File: src/mgpp_cfg.svh
// constants of the magnetometer post-processing block
`ifndef MGPP_CFG_SVH
`define MGPP_CFG_SVH
`define MGPP_CLK_HZ 125_000_000
`define MGPP_ODR0_HZ 10
`define MGPP_ODR1_HZ 20
`define MGPP_ODR2_HZ 50
`define MGPP_ODR3_HZ 100
`define MGPP_SET_PERIODS 6'h3F
// register offsets
`define MGPP_A_HI_FIRST 8'h45
`define MGPP_A_HI_LAST 8'h4A
`define MGPP_A_MODE 8'h60
`define MGPP_A_PROC 8'h61
`define MGPP_A_PIN 8'h62
`define MGPP_A_ICTRL 8'h63
`define MGPP_A_ISRC 8'h64
`define MGPP_A_THL 8'h65
`define MGPP_A_THH 8'h66
`define MGPP_A_STAT 8'h67
`define MGPP_A_OUT_FIRST 8'h68
`define MGPP_A_TEMPL 8'h6E
`define MGPP_A_TEMPH 8'h6F
// reset values
`define MGPP_R_MODE 8'h03
`define MGPP_R_ZERO 8'h00
// field positions
`define MGPP_B_TEMP_EN 7
`define MGPP_B_CANCEL 1
`define MGPP_B_SETRATE 2
`define MGPP_B_CMPCORR 3
`define MGPP_B_SSCANCEL 4
`define MGPP_B_SELFTEST 1
`define MGPP_B_SWAP 4
`define MGPP_B_MASTER 0
`define MGPP_B_LATCH 1
`define MGPP_B_POL 2
`endif

File: src/mgpp_pkg.sv
// types of the magnetometer post-processing block
`default_nettype none
package mgpp_pkg;
   typedef enum logic [1:0] {S_IDLE = 2'b00, S_BUSY = 2'b01, S_ARM = 2'b11} mgpp_state_e;
   typedef enum logic [1:0] {MD_CONT = 2'b00, MD_SINGLE = 2'b01, MD_IDLE = 2'b11} mgpp_mode_e;
   typedef logic [15:0] mgpp_word_t;
endpackage
`default_nettype wire

File: src/mgpp_postproc.sv
// magnetometer post-processing, threshold events and register file
// Notes on behaviour
// - continuous cancel: alternate set/reset, average pairs
// - no cancel, rate bit 0: set every 63
// - no cancel, rate bit 1: set only from idle
// - single: invert polarity when both cancel bits set
// - six byte hard-iron registers at 45h-4Ah
// - subtract hard-iron value from each axis output
// - master enable and per-axis enables gate compare
// - 15-bit magnitude threshold, symmetric limits
// - crossings set axis flag and summary bit
// - no event while all data within limits
// - source select: raw or corrected data compared
// - pulsed pin follows crossing state
// - latched pin holds until source read
// - polarity bit picks active level of pin
// - range overflow flag latched only while master enable is set, cleared by read
// - temperature sensor runs only when enabled
// - temperature sampled with each measurement while enabled
// - temperature is 16-bit two's complement
// - byte-order bit swaps temperature bytes
// - self-test bit drives the coil current
// - single mode: one sample, then mode idle
`default_nettype none
`include "mgpp_cfg.svh"
module mgpp_postproc import mgpp_pkg::*; #(
   parameter logic [23:0] P_ODR0_CYC = 24'(`MGPP_CLK_HZ / `MGPP_ODR0_HZ),
   parameter logic [23:0] P_ODR1_CYC = 24'(`MGPP_CLK_HZ / `MGPP_ODR1_HZ),
   parameter logic [23:0] P_ODR2_CYC = 24'(`MGPP_CLK_HZ / `MGPP_ODR2_HZ),
   parameter logic [23:0] P_ODR3_CYC = 24'(`MGPP_CLK_HZ / `MGPP_ODR3_HZ)
) (
   // clock and reset
   input wire logic clk,
   input wire logic rst,
   // register port from the serial interface, same clock
   input wire logic [7:0] reg_addr,
   input wire logic [7:0] reg_wdata,
   input wire logic reg_wr,
   input wire logic reg_rd,
   output logic [7:0] reg_rdata,
   // converter control
   output logic meas_start,
   output logic sr_pulse,
   output logic sr_pol,
   output logic temp_sense_en,
   output logic coil_drive_en,
   // converter results, same clock
   input wire logic meas_done,
   input wire mgpp_word_t raw_x,
   input wire mgpp_word_t raw_y,
   input wire mgpp_word_t raw_z,
   input wire mgpp_word_t raw_temp,
   input wire logic range_ovf,
   // interrupt pin
   output logic irq_pin
);
   function automatic logic in_hi(input logic [7:0] a);
      in_hi = (a >= `MGPP_A_HI_FIRST) && (a <= `MGPP_A_HI_LAST);
   endfunction
   function automatic logic in_out(input logic [7:0] a);
      in_out = (a >= `MGPP_A_OUT_FIRST) && (a < `MGPP_A_TEMPL);
   endfunction

   mgpp_state_e state_ff, nxt_state;
   mgpp_mode_e md_ff;
   logic [7:0] hi_ff [6];
   logic [7:0] mode_ff, proc_ff, pin_ff, ictrl_ff, thl_ff, thh_ff, rdata_ff;
   logic [5:0] set_cnt_ff;
   logic first_ff, last_pol_ff, start_ff, pulse_ff, pol_ff, newdata_ff;
   logic [2:0] pos_ff, neg_ff;
   logic int_ff, exc_ff, ovf_ff, irq_out_ff;
   mgpp_word_t temp_ff;

   // register strobes
   wire logic wr_hi = reg_wr && in_hi(reg_addr);
   wire logic wr_mode = reg_wr && (reg_addr == `MGPP_A_MODE);
   wire logic rd_src = reg_rd && (reg_addr == `MGPP_A_ISRC);
   wire logic rd_stat = reg_rd && (reg_addr == `MGPP_A_STAT);
   wire logic [2:0] hi_idx = 3'(reg_addr - `MGPP_A_HI_FIRST);

   // configuration fields
   wire logic temp_en = mode_ff[`MGPP_B_TEMP_EN];
   wire logic [1:0] output_rate = mode_ff[3:2];
   wire logic offset_cancel_en = proc_ff[`MGPP_B_CANCEL];
   wire logic set_pulse_rate_sel = proc_ff[`MGPP_B_SETRATE];
   wire logic compare_corrected_sel = proc_ff[`MGPP_B_CMPCORR];
   wire logic single_shot_cancel_en = proc_ff[`MGPP_B_SSCANCEL];
   wire logic byte_swap_sel = pin_ff[`MGPP_B_SWAP];
   wire logic self_test = pin_ff[`MGPP_B_SELFTEST];
   wire logic irq_master_en = ictrl_ff[`MGPP_B_MASTER];
   wire logic irq_latch_sel = ictrl_ff[`MGPP_B_LATCH];
   wire logic irq_polarity_sel = ictrl_ff[`MGPP_B_POL];
   wire logic [2:0] axis_en = {ictrl_ff[5], ictrl_ff[6], ictrl_ff[7]};
   wire logic [14:0] ths = {thh_ff[6:0], thl_ff};

   // measurement sequencing
   wire logic md_cont = (md_ff == MD_CONT);
   wire logic md_single = (md_ff == MD_SINGLE);
   wire logic from_idle = (state_ff == S_IDLE);
   wire logic tick;
   wire logic start_now = (from_idle && (md_cont || md_single)) ||
                          (state_ff == S_ARM && md_cont && tick);
   wire logic done_ok = meas_done && (state_ff == S_BUSY);
   wire logic cancel_c = md_cont && offset_cancel_en;
   wire logic dual_s = md_single && offset_cancel_en && single_shot_cancel_en;
   wire logic set_due = (set_cnt_ff == `MGPP_SET_PERIODS - 6'd1);
   wire logic nxt_pulse = cancel_c || md_single || from_idle ||
                          (!set_pulse_rate_sel && set_due);
   wire logic nxt_pol = ((cancel_c && !from_idle) || dual_s) ? ~last_pol_ff : 1'b1;
   wire logic avg_en = cancel_c && !first_ff;
   wire logic out_en = !(cancel_c && first_ff);

   always_comb begin
      nxt_state = state_ff;
      case (state_ff)
         S_IDLE: begin
            if (start_now) nxt_state = S_BUSY;
         end
         S_BUSY: begin
            if (done_ok) nxt_state = md_single ? S_IDLE : S_ARM;
         end
         default: begin
            if (!md_cont) nxt_state = S_IDLE;
            else if (start_now) nxt_state = S_BUSY;
         end
      endcase
   end

   mgpp_rate_timer #(
      .P_CYC0(P_ODR0_CYC),
      .P_CYC1(P_ODR1_CYC),
      .P_CYC2(P_ODR2_CYC),
      .P_CYC3(P_ODR3_CYC)
   ) u_timer (
      .clk(clk),
      .rst(rst),
      .run(!from_idle && md_cont),
      .rate(output_rate),
      .tick(tick)
   );

   // axes
   wire mgpp_word_t raw_w [3];
   wire mgpp_word_t hi_w [3];
   wire mgpp_word_t out_w [3];
   wire logic [2:0] vld_w, pos_w, neg_w;
   assign raw_w[0] = raw_x;
   assign raw_w[1] = raw_y;
   assign raw_w[2] = raw_z;
   genvar g;
   generate
      for (g = 0; g < 3; g++) begin : g_axis
         assign hi_w[g] = {hi_ff[2 * g + 1], hi_ff[2 * g]};
         mgpp_axis u_axis (
            .clk(clk),
            .rst(rst),
            .raw_vld(done_ok),
            .out_en(out_en),
            .avg_en(avg_en),
            .raw(raw_w[g]),
            .hard_iron(hi_w[g]),
            .ths(ths),
            .cmp_corr(compare_corrected_sel),
            .out_val(out_w[g]),
            .vld(vld_w[g]),
            .pos(pos_w[g]),
            .neg(neg_w[g])
         );
      end
   endgenerate

   // threshold events
   wire logic sample_new = vld_w[0];
   wire logic [2:0] gate = irq_master_en ? axis_en : 3'b000;
   wire logic [2:0] cur_pos = pos_w & gate;
   wire logic [2:0] cur_neg = neg_w & gate;
   wire logic cur_exc = |{cur_pos, cur_neg};
   wire logic [2:0] base_pos = rd_src ? 3'b000 : pos_ff;
   wire logic [2:0] base_neg = rd_src ? 3'b000 : neg_ff;
   wire logic base_int = !rd_src && int_ff;
   wire logic keep = irq_latch_sel;
   wire logic [2:0] nxt_pos = sample_new ? ((keep ? base_pos : 3'b000) | cur_pos) : base_pos;
   wire logic [2:0] nxt_neg = sample_new ? ((keep ? base_neg : 3'b000) | cur_neg) : base_neg;
   wire logic nxt_int = sample_new ? ((keep && base_int) || cur_exc) : base_int;
   wire logic ovf_set = done_ok && range_ovf && irq_master_en;
   wire logic int_active = irq_latch_sel ? int_ff : exc_ff;
   // axis x sits in the top bit of each flag group
   wire logic [7:0] src_val = {pos_ff[0], pos_ff[1], pos_ff[2], neg_ff[0], neg_ff[1], neg_ff[2], ovf_ff, int_ff};
   wire mgpp_word_t temp_rd = byte_swap_sel ? {temp_ff[7:0], temp_ff[15:8]} : temp_ff;
   wire logic [2:0] out_idx = 3'(reg_addr - `MGPP_A_OUT_FIRST);
   wire mgpp_word_t out_sel = out_w[out_idx[2:1]];

   logic [7:0] rd_mux;
   always_comb begin
      if (in_hi(reg_addr)) rd_mux = hi_ff[hi_idx];
      else if (in_out(reg_addr)) rd_mux = out_idx[0] ? out_sel[15:8] : out_sel[7:0];
      else if (reg_addr == `MGPP_A_MODE) rd_mux = {mode_ff[7:2], md_ff};
      else if (reg_addr == `MGPP_A_PROC) rd_mux = proc_ff;
      else if (reg_addr == `MGPP_A_PIN) rd_mux = pin_ff;
      else if (reg_addr == `MGPP_A_ICTRL) rd_mux = ictrl_ff;
      else if (reg_addr == `MGPP_A_ISRC) rd_mux = src_val;
      else if (reg_addr == `MGPP_A_THL) rd_mux = thl_ff;
      else if (reg_addr == `MGPP_A_THH) rd_mux = {1'b0, thh_ff[6:0]};
      else if (reg_addr == `MGPP_A_STAT) rd_mux = {4'h0, newdata_ff, 3'b000};
      else if (reg_addr == `MGPP_A_TEMPL) rd_mux = temp_rd[7:0];
      else if (reg_addr == `MGPP_A_TEMPH) rd_mux = temp_rd[15:8];
      else rd_mux = 8'h00;
   end

   always_ff @(posedge clk) begin
      if (rst) begin
         mode_ff <= `MGPP_R_ZERO;
         md_ff <= MD_IDLE;
         proc_ff <= `MGPP_R_ZERO;
         pin_ff <= `MGPP_R_ZERO;
         ictrl_ff <= `MGPP_R_ZERO;
         thl_ff <= `MGPP_R_ZERO;
         thh_ff <= `MGPP_R_ZERO;
      end else begin
         if (wr_mode) begin
            mode_ff <= reg_wdata;
            md_ff <= mgpp_mode_e'((reg_wdata[1:0] == 2'b10) ? 2'b11 : reg_wdata[1:0]);
         end else if (done_ok && md_single) begin
            md_ff <= MD_IDLE;
         end
         if (reg_wr && reg_addr == `MGPP_A_PROC) proc_ff <= reg_wdata;
         if (reg_wr && reg_addr == `MGPP_A_PIN) pin_ff <= reg_wdata;
         if (reg_wr && reg_addr == `MGPP_A_ICTRL) ictrl_ff <= reg_wdata;
         if (reg_wr && reg_addr == `MGPP_A_THL) thl_ff <= reg_wdata;
         if (reg_wr && reg_addr == `MGPP_A_THH) thh_ff <= reg_wdata;
      end
   end

   generate
      for (g = 0; g < 6; g++) begin : g_hi
         always_ff @(posedge clk) begin
            if (rst) hi_ff[g] <= `MGPP_R_ZERO;
            else if (wr_hi && hi_idx == 3'(g)) hi_ff[g] <= reg_wdata;
         end
      end
   endgenerate

   always_ff @(posedge clk) begin
      if (rst) begin
         state_ff <= S_IDLE;
         set_cnt_ff <= 6'h00;
         first_ff <= 1'b0;
         last_pol_ff <= 1'b0;
         start_ff <= 1'b0;
         pulse_ff <= 1'b0;
         pol_ff <= 1'b0;
         temp_ff <= 16'h0000;
      end else begin
         state_ff <= nxt_state;
         start_ff <= start_now;
         if (start_now) begin
            pulse_ff <= nxt_pulse;
            pol_ff <= nxt_pol;
            last_pol_ff <= nxt_pol;
            first_ff <= from_idle ? 1'b1 : first_ff;
            set_cnt_ff <= (from_idle || set_due) ? 6'h00 : set_cnt_ff + 6'd1;
         end else if (done_ok) begin
            first_ff <= 1'b0;
         end
         if (done_ok && temp_en) temp_ff <= raw_temp;
      end
   end

   always_ff @(posedge clk) begin
      if (rst) begin
         pos_ff <= 3'b000;
         neg_ff <= 3'b000;
         int_ff <= 1'b0;
         exc_ff <= 1'b0;
         ovf_ff <= 1'b0;
         newdata_ff <= 1'b0;
         irq_out_ff <= 1'b1;
         rdata_ff <= 8'h00;
      end else begin
         pos_ff <= nxt_pos;
         neg_ff <= nxt_neg;
         int_ff <= nxt_int;
         if (!irq_master_en) exc_ff <= 1'b0;
         else if (sample_new) exc_ff <= cur_exc;
         ovf_ff <= ovf_set || (ovf_ff && !rd_src);
         newdata_ff <= sample_new || (newdata_ff && !rd_stat);
         irq_out_ff <= irq_polarity_sel ? int_active : ~int_active;
         if (reg_rd) rdata_ff <= rd_mux;
      end
   end

   assign reg_rdata = rdata_ff;
   assign meas_start = start_ff;
   assign sr_pulse = pulse_ff && start_ff;
   assign sr_pol = pol_ff;
   assign temp_sense_en = temp_en;
   assign coil_drive_en = self_test;
   assign irq_pin = irq_out_ff;
endmodule // mgpp_postproc
`default_nettype wire

File: src/mgpp_rate_timer.sv
// output-rate tick generator
`default_nettype none
`include "mgpp_cfg.svh"
module mgpp_rate_timer import mgpp_pkg::*; #(
   parameter logic [23:0] P_CYC0 = 24'd12_500_000,
   parameter logic [23:0] P_CYC1 = 24'd6_250_000,
   parameter logic [23:0] P_CYC2 = 24'd2_500_000,
   parameter logic [23:0] P_CYC3 = 24'd1_250_000
) (
   // clock and reset
   input wire logic clk,
   input wire logic rst,
   // control
   input wire logic run,
   input wire logic [1:0] rate,
   // tick
   output logic tick
);
   logic [23:0] cnt_ff;
   logic tick_ff;
   wire logic [23:0] period = (rate == 2'd0) ? P_CYC0 : (rate == 2'd1) ? P_CYC1 :
                              (rate == 2'd2) ? P_CYC2 : P_CYC3;
   wire logic wrap = (cnt_ff >= period - 24'd1);
   always_ff @(posedge clk) begin
      if (rst || !run) begin
         cnt_ff <= 24'h0000;
         tick_ff <= 1'b0;
      end else begin
         cnt_ff <= wrap ? 24'h0000 : cnt_ff + 24'd1;
         tick_ff <= wrap;
      end
   end
   assign tick = tick_ff;
endmodule // mgpp_rate_timer
`default_nettype wire

File: src/mgpp_axis.sv
// one axis: pair averaging, hard-iron subtraction, threshold compare
`default_nettype none
module mgpp_axis import mgpp_pkg::*; (
   // clock and reset
   input wire logic clk,
   input wire logic rst,
   // sample in
   input wire logic raw_vld,
   input wire logic out_en,
   input wire logic avg_en,
   input wire mgpp_word_t raw,
   // configuration
   input wire mgpp_word_t hard_iron,
   input wire logic [14:0] ths,
   input wire logic cmp_corr,
   // result
   output mgpp_word_t out_val,
   output logic vld,
   output logic pos,
   output logic neg
);
   mgpp_word_t prev_ff, out_ff;
   logic vld_ff, pos_ff, neg_ff;
   wire logic signed [16:0] sum = {raw[15], raw} + {prev_ff[15], prev_ff};
   wire mgpp_word_t meas = avg_en ? sum[16:1] : raw;
   // subtraction wraps, same as the converter's own 16-bit range
   wire mgpp_word_t corr = meas - hard_iron;
   wire logic signed [16:0] cmp = cmp_corr ? {corr[15], corr} : {meas[15], meas};
   wire logic signed [16:0] lim = {2'b00, ths};
   always_ff @(posedge clk) begin
      if (rst) begin
         prev_ff <= 16'h0000;
         out_ff <= 16'h0000;
         vld_ff <= 1'b0;
         pos_ff <= 1'b0;
         neg_ff <= 1'b0;
      end else begin
         vld_ff <= raw_vld && out_en;
         if (raw_vld) begin
            prev_ff <= raw;
         end
         if (raw_vld && out_en) begin
            out_ff <= corr;
            pos_ff <= cmp > lim;
            neg_ff <= cmp < -lim;
         end
      end
   end
   assign out_val = out_ff;
   assign vld = vld_ff;
   assign pos = pos_ff;
   assign neg = neg_ff;
endmodule // mgpp_axis
`default_nettype wire

File: config.mk
export PLATFORM = sky130hd
export DESIGN_NAME = mgpp_postproc
export DESIGN_NICKNAME = d
export VERILOG_FILES = /design/src/mgpp_pkg.sv /design/src/mgpp_postproc.sv /design/src/mgpp_rate_timer.sv /design/src/mgpp_axis.sv
export VERILOG_INCLUDE_DIRS = /design/src
export SDC_FILE = /design/constraint.sdc
export NUM_CORES = 1
export LEC_CHECK = 0
export BUFFER_PORTS_ARGS = -buffer_cell sky130_fd_sc_hd__clkbuf_2
export CORE_MARGIN = 2
export CORE_UTILIZATION = 60
export CTS_CLUSTER_SIZE = 10
export DETAILED_ROUTE_END_ITERATION = 7
export PLACE_DENSITY = 0.78
export SLEW_MARGIN = 25
export SYNTH_ARGS = -nofsm -noshare
export SYNTH_HDL_FRONTEND = slang
export SYNTH_SLANG_ARGS = --single-unit
File: constraint.sdc
create_clock -name clk -period 5.5 [get_ports clk]
set_input_delay 0 -clock clk [delete_from_list [all_inputs] [get_ports clk]]
set_output_delay 0 -clock clk [all_outputs]
set_load 0.1 [all_outputs]
==> impl_metrics.env <==
export IMPL_yosys_area_top_type="dfxtp_1"
export IMPL_cts_max_level=2
export IMPL_setup_violations=0
export IMPL_final_cell_area_sq_mm=0.0222
export IMPL_initial_core_util_pct=60.5
export IMPL_cts_sinks=270
export IMPL_clock_skew_ns=0.0286
export IMPL_max_cap_viol_count=0
export IMPL_yosysMostFrequentCell="nand2_1"
export IMPL_syn_nets=2737
export IMPL_hp_start="reg_wdata[0]"
export IMPL_synth_flop_cell="dfxtp_1"
export IMPL_min_delay_worst_endpoint="pin_ff[0]$_SDFFE_PP0P_"
export IMPL_p_leak_nw=9.11
export IMPL_fin_crit_sh_pct=94.0
export IMPL_grt_pass1_vias=17500
export IMPL_peakVddDrop_mv=0.257
export IMPL_power_density_mw_per_mm2=225
export IMPL_grt_max_degree=117
export IMPL_place_area_sq_mm=0.0203
export IMPL_ys_top_cells_by_count="nand2_1 (386), a21oi_1 (266), dfxtp_1 (222)"
export IMPL_whs_path_depth=3
export IMPL_ant_nets=0
export IMPL_max_freq_mhz=193
export IMPL_grt_pass1_wl_um=95400
export IMPL_hold_violations=0
export IMPL_cp_start_kind="flip-flop"
export IMPL_rrSetupSlack_ns=0.33
export IMPL_cts_tree="built"
export IMPL_drcViolationCount=0
export IMPL_p_total_w=0.00498
export IMPL_status="finished, final reports clean"
export IMPL_grt_busiest_layer="met2"
export IMPL_wl_um=61700
export IMPL_gr_usage_met2_pct=57.9
export IMPL_clkLatencyLatePin_ns=0.55
export IMPL_ys_warn_count=0
export IMPL_path_max_fanout=5
export IMPL_hold_path_class="input port to flip-flop"
export IMPL_synth_avg_cell_area_sq_um=8.04
export IMPL_multiInputGateArea_sq_mm=0.0129
export IMPL_synth_edf_count=48
export IMPL_io_pins=100
export IMPL_diodes=0
export IMPL_gp_congestion=0.987
export IMPL_antenna_found_initial=1
export IMPL_portBuffers=99
export IMPL_period_minus_slack_ns=5.17
export IMPL_reg2regPathDepth=24
export IMPL_routedWlPerCell_um=20.5
export IMPL_fillers=2627
export IMPL_use_met3_pct=4.86
export IMPL_synth_seq_cells=270
export IMPL_final_layout_size_suffix_gt1_share_pct=9.55
export IMPL_areaGrowthSynthToFinish_pct=13.5
export IMPL_cp_end_kind="flip-flop"
export IMPL_synthTopCellsByArea="dfxtp_1 (23%), ha_1 (14%), nand2_1 (7.4%), edfxtp_1 (7.4%), a21oi_1 (6.8%)"
export IMPL_r2r_start="g_axis[1].u_axis.prev_ff[1]$_SDFFE_PP0P_"
export IMPL_synth_async_sr_flop_share_pct=0
export IMPL_critical_path_arrival_ns=5.58
export IMPL_cts_buffers=34
export IMPL_met1_usage_pct=48.4
export IMPL_rsz0062_at_grt="true"
export IMPL_via_per_inst=6.20
export IMPL_clock_path_buffers=3
export IMPL_grt_use_total_pct=35.9
export IMPL_synth_top_area_share_pct=22.7
export IMPL_timing_rr_end="g_axis[1].u_axis.pos$_SDFFE_PP0P_"
export IMPL_crit_type="flip-flop to flip-flop"
export IMPL_core_area_sq_mm=0.0323
export IMPL_setup_tns_ns=0
export IMPL_num_vias=18600
export IMPL_dr_pass1_iters=6
export IMPL_grt_overflow=0
export IMPL_final_nets=2847
export IMPL_chipWidth_um=184
export IMPL_fp_dieH_um=184
export IMPL_clk_pin_slew_worst_paths_ns=0.06
export IMPL_netlist_instances=2432
export IMPL_drt_initial_drc_count=1888
export IMPL_cts_root_buf="clkbuf_16"
export IMPL_tightest_slew_ns=1.01
export IMPL_dpl_hpwl_um=44900
export IMPL_whs_ns=0.0210
export IMPL_synth_cell_type_count=81
export IMPL_slew_viol_final=0
export IMPL_seq_area_sq_mm=0.00589
export IMPL_yosysSeqAreaShare_pct=30.1
export IMPL_maxSlewHeadroom_pct=32.1
export IMPL_required_ns=5.91
export IMPL_rows=66
export IMPL_fp_dieArea_sq_mm=0.0340
export IMPL_syn_area_sq_mm=0.0195
## report_power, final
group | switching (W) | total [W] | internal [W]
clock | 0.000910 | 0.00216 | 0.00125
sequential | 0.0000197 | 0.00205 | 0.00203
combinational | 0.000459 | 0.000776 | 0.000317
## cell families (layout without fill, tap and decap cells)
| family | count (synthesis) | in the layout | share of synthesized area (%) |
|---|---|---|---|
| simple gates | 867 | 867 | 20.3 |
| compound gates | 672 | 672 | 21.7 |
| flops | 270 | 270 | 30.1 |
| buf+inv | 223 | 357 | 4.31 |
| fa+ha+maj | 220 | 220 | 14.3 |
| xor+xnor | 104 | 104 | 4.66 |
| mux | 74 | 74 | 4.56 |
| other cells | 2 | 2 | 0.0384 |
## worst max path at each step
stage | from | end | cells after the start
2_1_floorplan | md_ff[1]$_SDFFE_PP1P_ | g_axis[0].u_axis.neg$_SDFFE_PP0P_ | 25
3_3_place_gp | g_axis[0].u_axis.prev_ff[1]$_SDFFE_PP0P_ | g_axis[0].u_axis.neg$_SDFFE_PP0P_ | 24
3_5_place_dp | g_axis[0].u_axis.prev_ff[1]$_SDFFE_PP0P_ | g_axis[0].u_axis.neg$_SDFFE_PP0P_ | 24
4_1_cts | g_axis[0].u_axis.prev_ff[1]$_SDFFE_PP0P_ | g_axis[0].u_axis.neg$_SDFFE_PP0P_ | 24
5_1_grt | g_axis[0].u_axis.prev_ff[1]$_SDFFE_PP0P_ | g_axis[0].u_axis.neg$_SDFFE_PP0P_ | 24
6_report | g_axis[1].u_axis.prev_ff[1]$_SDFFE_PP0P_ | g_axis[1].u_axis.pos$_SDFFE_PP0P_ | 24
## worst max-delay path: stages, from the launching register on
cell and delay [ns]:
dfxtp_1 0.36, inv_1 0.07, fa_1 0.42, nor2b_1 0.18, o31a_1 0.19, o221ai_1 0.17
a21oi_1 0.38, nor2_1 0.10, o31ai_2 0.33, ha_1 0.35, and3_1 0.20, o211ai_1 0.11
a31oi_1 0.17, a21o_1 0.20, a21oi_1 0.28, xnor2_1 0.10, mux2_2 0.31, ha_1 0.33
nand4_1 0.11, nor4_1 0.18, nor3_1 0.10, nand3_1 0.15, a21oi_1 0.05, a21oi_1 0.12
o21ai_1 0.07
## layout by cell type (no fill, tap or decap), types with 35 or more instances in the layout
cell type and count:
o21ai_0 71, edfxtp_1 48, inv_1 100, nand2_1 386
xnor2_1 68, mux2_2 40, o21ai_1 39, o21a_1 36
and2_1 37, dlygate4sd3_1 74, nor2_1 168, xor2_1 35
dfxtp_1 221, nand3_1 70, and3_1 39, a21oi_1 263
clkbuf_2 98, ha_1 211, a21o_1 52
## state kept, by name (all words and copies together) (netlist names), 3 cells and up
signal and flops:
thh_ff 7, hi_ff 48, g_axis.u_axis.out_val 48, g_axis.u_axis.neg 3
g_axis.u_axis.prev_ff 48, ictrl_ff 8, pos_ff 3, set_cnt_ff 6
thl_ff 8, temp_ff 16, proc_ff 8, mode_ff 6
pin_ff 8, reg_rdata 8, neg_ff 3, g_axis.u_axis.pos 3
u_timer.cnt_ff 24
## layer usage
metal / part of all wire, % / wire length, um / vias up
met3: 8.8 / 5430 / 139
met5: 0 / 0 / -
met1: 42 / 26100 / 8682
met4: 4.4 / 2730 / 0
met2: 44 / 27400 / 877
li1: - / - / 8947
## stage by stage
step	util (%)	instances	setup slack [ns]
floorplan	-	2432	0.580
global placement	62.9	2874	0.380
detailed placement	62.9	2874	0.195
CTS	68.5	3008	0.162
global route	68.7	3008	-0.0730
finish	68.7	3008	0.330
## final cells by class
type	count	share of cell area (%)
multi-input combinational	1939	58.1
sequential	270	26.5
timing repair buffer	195	6.35
clock buffer	57	4.50
tap	442	2.49
inverter	102	1.73
clock inverter	3	0.265
## timing repair
action / CTS / global route
setup endpoints to repair: 0 / 4
hold buffers: 74 / 0
setup buffers: 0 / 0
resized for setup: 0 / 17
endpoints found under the hold margin: 94 / 0
Note: power is estimated with default switching activity, not from simulation.
